==> src/core/brake_hold_regs.svh <==
// Timing counts and encodings for the braked hold state logic
`ifndef BRAKE_HOLD_REGS_SVH
`define BRAKE_HOLD_REGS_SVH
`define CLK_PERIOD_NS     4
`define ESC_STAGE_NS      1000
`define ESC_STAGE_CYC     (`ESC_STAGE_NS / `CLK_PERIOD_NS)
`define ST_RUN            3'h0
`define ST_BRK_STOP       3'h1
`define ST_BRK_ESTOP      3'h2
`define ST_BRK_HALT       3'h3
`define ST_BRK_STOP_PAR   3'h4
`define ST_BRK_STOP_ERR   3'h5
`define ESC_STAGES        3
`endif

==> src/core/brake_hold_pkg.sv <==
// Types for the braked hold state logic
package brake_hold_pkg;
   typedef enum logic [2:0] {
      OP_RUN          = 3'h0,
      OP_BRK_STOP     = 3'h1,
      OP_BRK_ESTOP    = 3'h2,
      OP_BRK_HALT     = 3'h3,
      OP_BRK_STOP_PAR = 3'h4,
      OP_BRK_STOP_ERR = 3'h5
   } op_state_type;
   typedef enum logic [1:0] {
      ESC_IDLE = 2'h0,
      ESC_ONE  = 2'h1,
      ESC_TWO  = 2'h2,
      ESC_DONE = 2'h3
   } esc_state_type;
endpackage : brake_hold_pkg

==> src/core/error_escalation.sv <==
// Staged error reaction sequencer
`timescale 1ns/1ps
`default_nettype none
`include "brake_hold_regs.svh"
module error_escalation
   import brake_hold_pkg::*;
(
   // Clock and reset
   input  wire logic     clk_in,
   input  wire logic     nrst_in,
   input  wire logic     ce_in,
   // Control
   input  wire logic     err_in,
   // Stage outputs
   output logic [1:0]    stage_out
);
   typedef struct packed {
      esc_state_type st;
      logic [7:0]    cnt;
   } esc_reg_type;
   localparam logic [7:0] STAGE_CYC = 8'(`ESC_STAGE_CYC - 1);
   esc_reg_type r, nxt;
   always_comb begin
      nxt = r;
      if (!err_in) begin
         nxt.st  = ESC_IDLE;
         nxt.cnt = 8'h00;
      end else begin
         unique case (r.st)
            ESC_IDLE: begin
               nxt.st  = ESC_ONE;
               nxt.cnt = 8'h00;
            end
            ESC_ONE, ESC_TWO: begin
               if (r.cnt == STAGE_CYC) begin
                  nxt.cnt = 8'h00;
                  nxt.st  = (r.st == ESC_ONE) ? ESC_TWO : ESC_DONE;
               end else begin
                  nxt.cnt = r.cnt + 8'h01;
               end
            end
            ESC_DONE: nxt.st = ESC_DONE;
         endcase
      end
   end
   always_ff @(posedge clk_in or negedge nrst_in) begin
      if (!nrst_in) begin
         r <= '{ESC_IDLE, 8'h00};
      end else if (ce_in) begin
         r <= nxt;
      end
   end
   assign stage_out = r.st;
endmodule : error_escalation
`default_nettype wire

==> src/core/braked_hold_state_logic.sv <==
// Braked hold operating state evaluation and brake drive
`timescale 1ns/1ps
`default_nettype none
`include "brake_hold_regs.svh"
module braked_hold_state_logic
   import brake_hold_pkg::*;
(
   // Clock, reset, enable
   input  wire logic       clk_in,
   input  wire logic       nrst_in,
   input  wire logic       ce_in,
   // Pin inputs, asynchronous
   input  wire logic       supply_ok_in,
   input  wire logic       estop_switch_in,
   input  wire logic       redundant_fb_in,
   // Conditions from drive logic
   input  wire logic       motor_check_ok_in,
   input  wire logic       redundant_check_ok_in,
   input  wire logic       safe_standstill_sel_in,
   input  wire logic       motor_torque_ok_in,
   input  wire logic       redundant_torque_ok_in,
   input  wire logic       standstill_in,
   input  wire logic       restart_blocked_in,
   input  wire logic       halt_in,
   input  wire logic       param_mode_in,
   input  wire logic       error_in,
   input  wire logic       drive_enable_in,
   input  wire logic       ack_cond_in,
   // Outputs
   output logic [2:0]      op_state_out,
   output logic            safety_ack_out,
   output logic            motor_brake_apply_out,
   output logic            module_brake_apply_out,
   output logic            torque_off_out,
   output logic [1:0]      esc_stage_out
);
   typedef struct packed {
      logic [2:0]   sync1;
      logic [2:0]   sync2;
      op_state_type st;
      logic         ack;
      logic         mbrk;
      logic         rbrk;
      logic         toff;
      logic [1:0]   esc;
   } top_reg_type;

   top_reg_type  r, nxt;
   logic [1:0]   stage;
   logic         sup_ok, estop_sw, red_fb, conds_ok, fault;

   function automatic logic all_conds(input logic a, b, c, d, e, f, g);
      all_conds = a & b & c & d & e & f & g;
   endfunction : all_conds

   assign sup_ok   = r.sync2[0];
   assign estop_sw = r.sync2[1];
   assign red_fb   = r.sync2[2];
   // Stop variant conditions, shared by stop, estop, parameter and error variants
   // Estop switch alone counts as standstill selection
   assign conds_ok = all_conds(motor_check_ok_in, redundant_check_ok_in,
                               safe_standstill_sel_in | estop_sw,
                               motor_torque_ok_in,
                               redundant_torque_ok_in & red_fb,
                               standstill_in, restart_blocked_in);
   assign fault = error_in | ~sup_ok;

   error_escalation u_esc (
      .clk_in    (clk_in),
      .nrst_in   (nrst_in),
      .ce_in     (ce_in),
      .err_in    (error_in),
      .stage_out (stage)
   );

   always_comb begin
      nxt       = r;
      nxt.sync1 = {redundant_fb_in, estop_switch_in, supply_ok_in};
      nxt.sync2 = r.sync1;
      nxt.esc   = stage;
      if (conds_ok && error_in) begin
         nxt.st = OP_BRK_STOP_ERR;
      end else if (conds_ok && param_mode_in) begin
         nxt.st = OP_BRK_STOP_PAR;
      end else if (conds_ok && estop_sw) begin
         nxt.st = OP_BRK_ESTOP;
      end else if (conds_ok) begin
         nxt.st = OP_BRK_STOP;
      end else if (halt_in) begin
         nxt.st = OP_BRK_HALT;
      end else begin
         nxt.st = OP_RUN;
      end
      // acknowledge in braked stop and estop
      unique case (nxt.st)
         OP_BRK_STOP, OP_BRK_ESTOP: nxt.ack = 1'b1;
         OP_BRK_STOP_PAR, OP_BRK_STOP_ERR: nxt.ack = ack_cond_in;
         OP_BRK_HALT, OP_RUN: nxt.ack = 1'b0;
      endcase
      nxt.mbrk = fault | halt_in | (nxt.st != OP_RUN);
      nxt.rbrk = nxt.mbrk;
      // drive enable holds torque during escalation
      nxt.toff = ~sup_ok | (error_in & (~drive_enable_in |
                 (stage == ESC_DONE)));
   end

   always_ff @(posedge clk_in or negedge nrst_in) begin
      if (!nrst_in) begin
         // Brakes applied at reset: safe default
         r <= '{3'h0, 3'h0, OP_RUN, 1'b0, 1'b1, 1'b1, 1'b1, 2'h0};
      end else if (ce_in) begin
         r <= nxt;
      end
   end

   assign op_state_out           = r.st;
   assign safety_ack_out         = r.ack;
   assign motor_brake_apply_out  = r.mbrk;
   assign module_brake_apply_out = r.rbrk;
   assign torque_off_out         = r.toff;
   assign esc_stage_out          = r.esc;
endmodule : braked_hold_state_logic
`default_nettype wire

==> config.mk <==
export PLATFORM = sky130hd
export DESIGN_NAME = braked_hold_state_logic
export DESIGN_NICKNAME = d
export VERILOG_FILES = /design/src/core/brake_hold_pkg.sv /design/src/core/error_escalation.sv /design/src/core/braked_hold_state_logic.sv
export VERILOG_INCLUDE_DIRS = /design/src /design/src/core
export SDC_FILE = /design/constraint.sdc
export NUM_CORES = 1
export LEC_CHECK = 0
export BUFFER_PORTS_ARGS = -buffer_cell sky130_fd_sc_hd__buf_2
export CAP_MARGIN = 20
export CORE_MARGIN = 2
export CORE_UTILIZATION = 55
export DETAILED_ROUTE_END_ITERATION = 10
export HOLD_SLACK_MARGIN = 0.12
export PLACE_DENSITY = 0.91
export SLEW_MARGIN = 20
export SYNTH_ARGS = -nofsm -noshare
export SYNTH_HDL_FRONTEND = slang
export SYNTH_SLANG_ARGS = --single-unit
==> constraint.sdc <==
create_clock -name clk_in -period 3.5 [get_ports clk_in]
set_clock_uncertainty 0.05 [all_clocks]
set_input_delay 0.175 -clock clk_in [delete_from_list [all_inputs] [get_ports clk_in]]
set_output_delay 0.175 -clock clk_in [all_outputs]
set_load 0.01 [all_outputs]
==> results by group <==
Worst setup path
  – Critical path arrival: 1.87 ns
  – Worst Setup Start Kind: flip-flop
  – Crit Path Category: flip-flop to flip-flop
  – Crit-path max FO: 6
  – CP endpoint kind: flip-flop
  – Buf/Inv on CP: 1
  – Crit-path cells: inv_1 -> ha_1 -> nor3b_4 -> nand3b_1 -> xor2_1 -> nor2_1
  – Crit path max-delay family: simple AND/OR/NAND/NOR gates
  – CP max-delay cell: dfrtp_1
  – CP max stage delay: 0.42 ns
  – Crit path required time: 3.65 ns

Synth
  – Synth cell types: 35
  – Post-synth net total: 137
  – Register area share after synthesis: 48.5%
  – Synth Area per Inst: 10.9 µm²
  – Mapped Cells: 114
  – Synth warn: 0
  – FF+latch count, synth: 24
  – Cell area after synthesis: 1240 µm²

Run status
  – Status: finished, final reports clean

Global routing
  – Largest net degree at the start of global routing: 26
  – First-pass GRT wire length: 4080 µm
  – Vias in the first global route: 920
  – Total gr overflow: 0
  – Total track usage: 20.7%
  – Initial antenna violation count: 0

CTS
  – TritonCTS clock tree: built
  – TritonCTS buffer count: 3
  – Clk root buf: clkbuf_4
  – Worst-Skew Late Latency: 0.30 ns
  – H-tree Lvls: 1
  – Clock buffer depth: 2
  – Sinks on the clock net: 24
  – CTS clock-pin slew for the worst setup and hold paths: 0.11 ns

Cells and area
  – Layout cell share with drive strength beyond 1: 32.4%
  – Area delta synth->final: 14.4%
  – Most common cell after layout, fill and taps aside: buf_2
  – Register area: 603 µm²
  – Commonest cells after routing, fill and taps aside: buf_2, dfrtp_1, nor2_1
  – Final instance area: 1420 µm²
  – Multi-input logic area: 551 µm²
  – Fin nets: 164
  – Fillcell total: 157
  – Diode count: 0
  – Final core occ: 65.5%

Routing
  – Per-cell routed wire length: 13.9 µm
  – Routed vias/inst: 5.46
  – Total Wirelength: 2320 µm
  – Drt initial violations: 17
  – Antenna-violating nets left: 0
  – Via Count: 912
  – DR DRC count: 0
  – Pre-antenna DRT Iters: 4

Die
  – Core Area: 2170 µm²
  – Rows: 17
  – Die width: 51.5 µm
  – Initial Util: 57.3%
  – Ports: 27
  – Die area: 2660 µm²
  – Die Height: 51.5 µm

STA
  – Fin. Hold Viols: 0
  – Slew margin rel.: 64.4%
  – Final critical-path share of the clock period: 49.2%
  – Setup TNS: 0 ns
  – Setup violators final: 0
  – Worst slew pin tran: 0.534 ns
  – Unrepaired setup endpoints after global routing: no
  – Fmax: 581 MHz
  – Slew Viols, Final: 0
  – Crit path setup slack, layout: 1.78 ns
  – Tmin final: 1.72 ns

Power
  – Clock share of power: 16.0%
  – Sw Ratio: 33.4%
  – Max VDD drop: 303 µV
  – Sequential share of power: 50.8%
  – Sw power: 0.237 mW
  – Combinational cell fraction of total power: 33.2%
  – PwrDens: 499 nW/µm²
  – P_leak: 0.666 nW
  – Internal: 0.472 mW

Worst hold path
  – Min-delay worst type: input pin to flip-flop

Placed design
  – DP Area: 1350 µm²
  – # port buffers: 26
  – Hpwl dp: 1720 µm
  – Gp weighted congestion: 0.812
  – Dpl ws: 1.80 ns

Run
  – Max cap viols: 0
registers in the layout, indices dropped and copies added (netlist names):
name / count
module_brake_apply_out: 1
nxt: 3
op_state_out: 3
torque_off_out: 1
esc_stage_out: 2
estop_sw: 1
r: 2
u_esc.stage_out: 2
safety_ack_out: 1
u_esc.r: 8
per-stage QoR:
| stage | total power [mW] | hold slack (ns) | instances |
|---|---|---|---|
| 6_report | 0.709 | 0.146 | 167 |
| 5_1_grt | 0.757 | 0.167 | 167 |
| 4_1_cts | 0.717 | 0.136 | 167 |
| 3_5_place_dp | 0.598 | 0.133 | 159 |
| 3_3_place_gp | 0.579 | 0.120 | 159 |
| 2_1_floorplan | 0.546 | -0.171 | 114 |
power groups by stage:
stage	combinational, mW	sequential, mW	clock [mW]
3_3_place_gp	0.219	0.360	0
2_1_floorplan	0.189	0.357	0
4_1_cts	0.238	0.360	0.119
5_1_grt	0.263	0.366	0.129
6_report	0.235	0.360	0.113
3_5_place_dp	0.232	0.366	0
metal layers:
layer,share of wire (%),vias up,track usage [%]
met3,5.9,6,3.45
li1,-,440,-
met4,0.99,0,5.26
met1,41,432,25.2
met2,52,34,37.8
met5,0,-,0
synthesized netlist by cell type:
library cell / n / share of area [%]
a21o_1: 1 / 0.60
a21oi_1: 2 / 0.81
a31oi_1: 1 / 0.50
a32oi_1: 1 / 0.71
a41oi_1: 1 / 0.71
buf_2: 2 / 0.81
buf_4: 6 / 3.6
clkbuf_1: 1 / 0.30
dfrtp_1: 22 / 44
dfstp_2: 2 / 4.2
ha_1: 5 / 5.0
inv_1: 8 / 2.4
mux2_2: 8 / 7.3
mux2i_1: 2 / 1.6
nand2_1: 4 / 1.2
nand2_2: 1 / 0.50
nand2b_1: 2 / 1.0
nand3_1: 1 / 0.40
nand3b_1: 1 / 0.60
nand4_1: 3 / 1.5
nand4_2: 1 / 1.0
nor2_1: 15 / 4.5
nor2b_4: 1 / 1.1
nor3_1: 5 / 2.0
nor3b_4: 1 / 1.5
o211ai_1: 1 / 0.60
o21ai_0: 3 / 1.2
o21ai_2: 1 / 0.71
o22ai_1: 2 / 1.0
o311ai_4: 1 / 2.1
o31ai_1: 1 / 0.60
o41ai_1: 1 / 0.71
or3_1: 1 / 0.50
xnor2_1: 5 / 3.5
xor2_1: 1 / 0.71
tightest hold or removal path: cells and delay by family:
kind	cells	cell delay (ns)
buf+inv	2	0.11
compound gates	2	0.22
layout make-up:
| cell class | count | share of cell area (%) |
|---|---|---|
| sequential | 24 | 42.4 |
| multi-input combinational | 73 | 38.7 |
| timing repair buffer | 31 | 12.7 |
| tap | 28 | 2.46 |
| inverter | 8 | 2.11 |
| clock buffer | 3 | 1.58 |
timing repair:
action,CTS,global route
buffers inserted,0,0
endpoints found under the setup margin,0,0
hold endpoints to repair,26,0
gates resized for setup,0,0
hold buffers,5,0
final timing paths:
check                                                     from                          to  slack, ns  cells after the start
worst min register to register                r[9]$_DFFE_PN0P_  torque_off_out$_DFFE_PN1P_       0.41                      1
max in group asynchronous                              nrst_in  torque_off_out$_DFFE_PN1P_       2.68                      2
worst max-delay path            u_esc.stage_out[0]$_DFFE_PN0P_      u_esc.r[2]$_DFFE_PN0P_       1.78                      6
worst min-delay path                           drive_enable_in  torque_off_out$_DFFE_PN1P_       0.15                      4
min in group asynchronous                              nrst_in      u_esc.r[6]$_DFFE_PN0P_       0.35                      2
worst max register to register  u_esc.stage_out[0]$_DFFE_PN0P_      u_esc.r[2]$_DFFE_PN0P_       1.78                      6
cell families (layout without fill, tap and decap cells):
family                     count (synthesis)  after routing  synth area share [%]
AOI/OAI and AO/OA                         16             16                  10.3
xor gates and xnor gates                   6              6                  4.23
adders and majority gates                  5              5                  5.04
buffers and inverters                     17             42                  7.15
DFF                                       24             24                  48.5
muxes                                     10             10                  8.86
and+or+nand+nor                           36             36                  15.9
No activity file was read; power rests on OpenSTA's default activity.
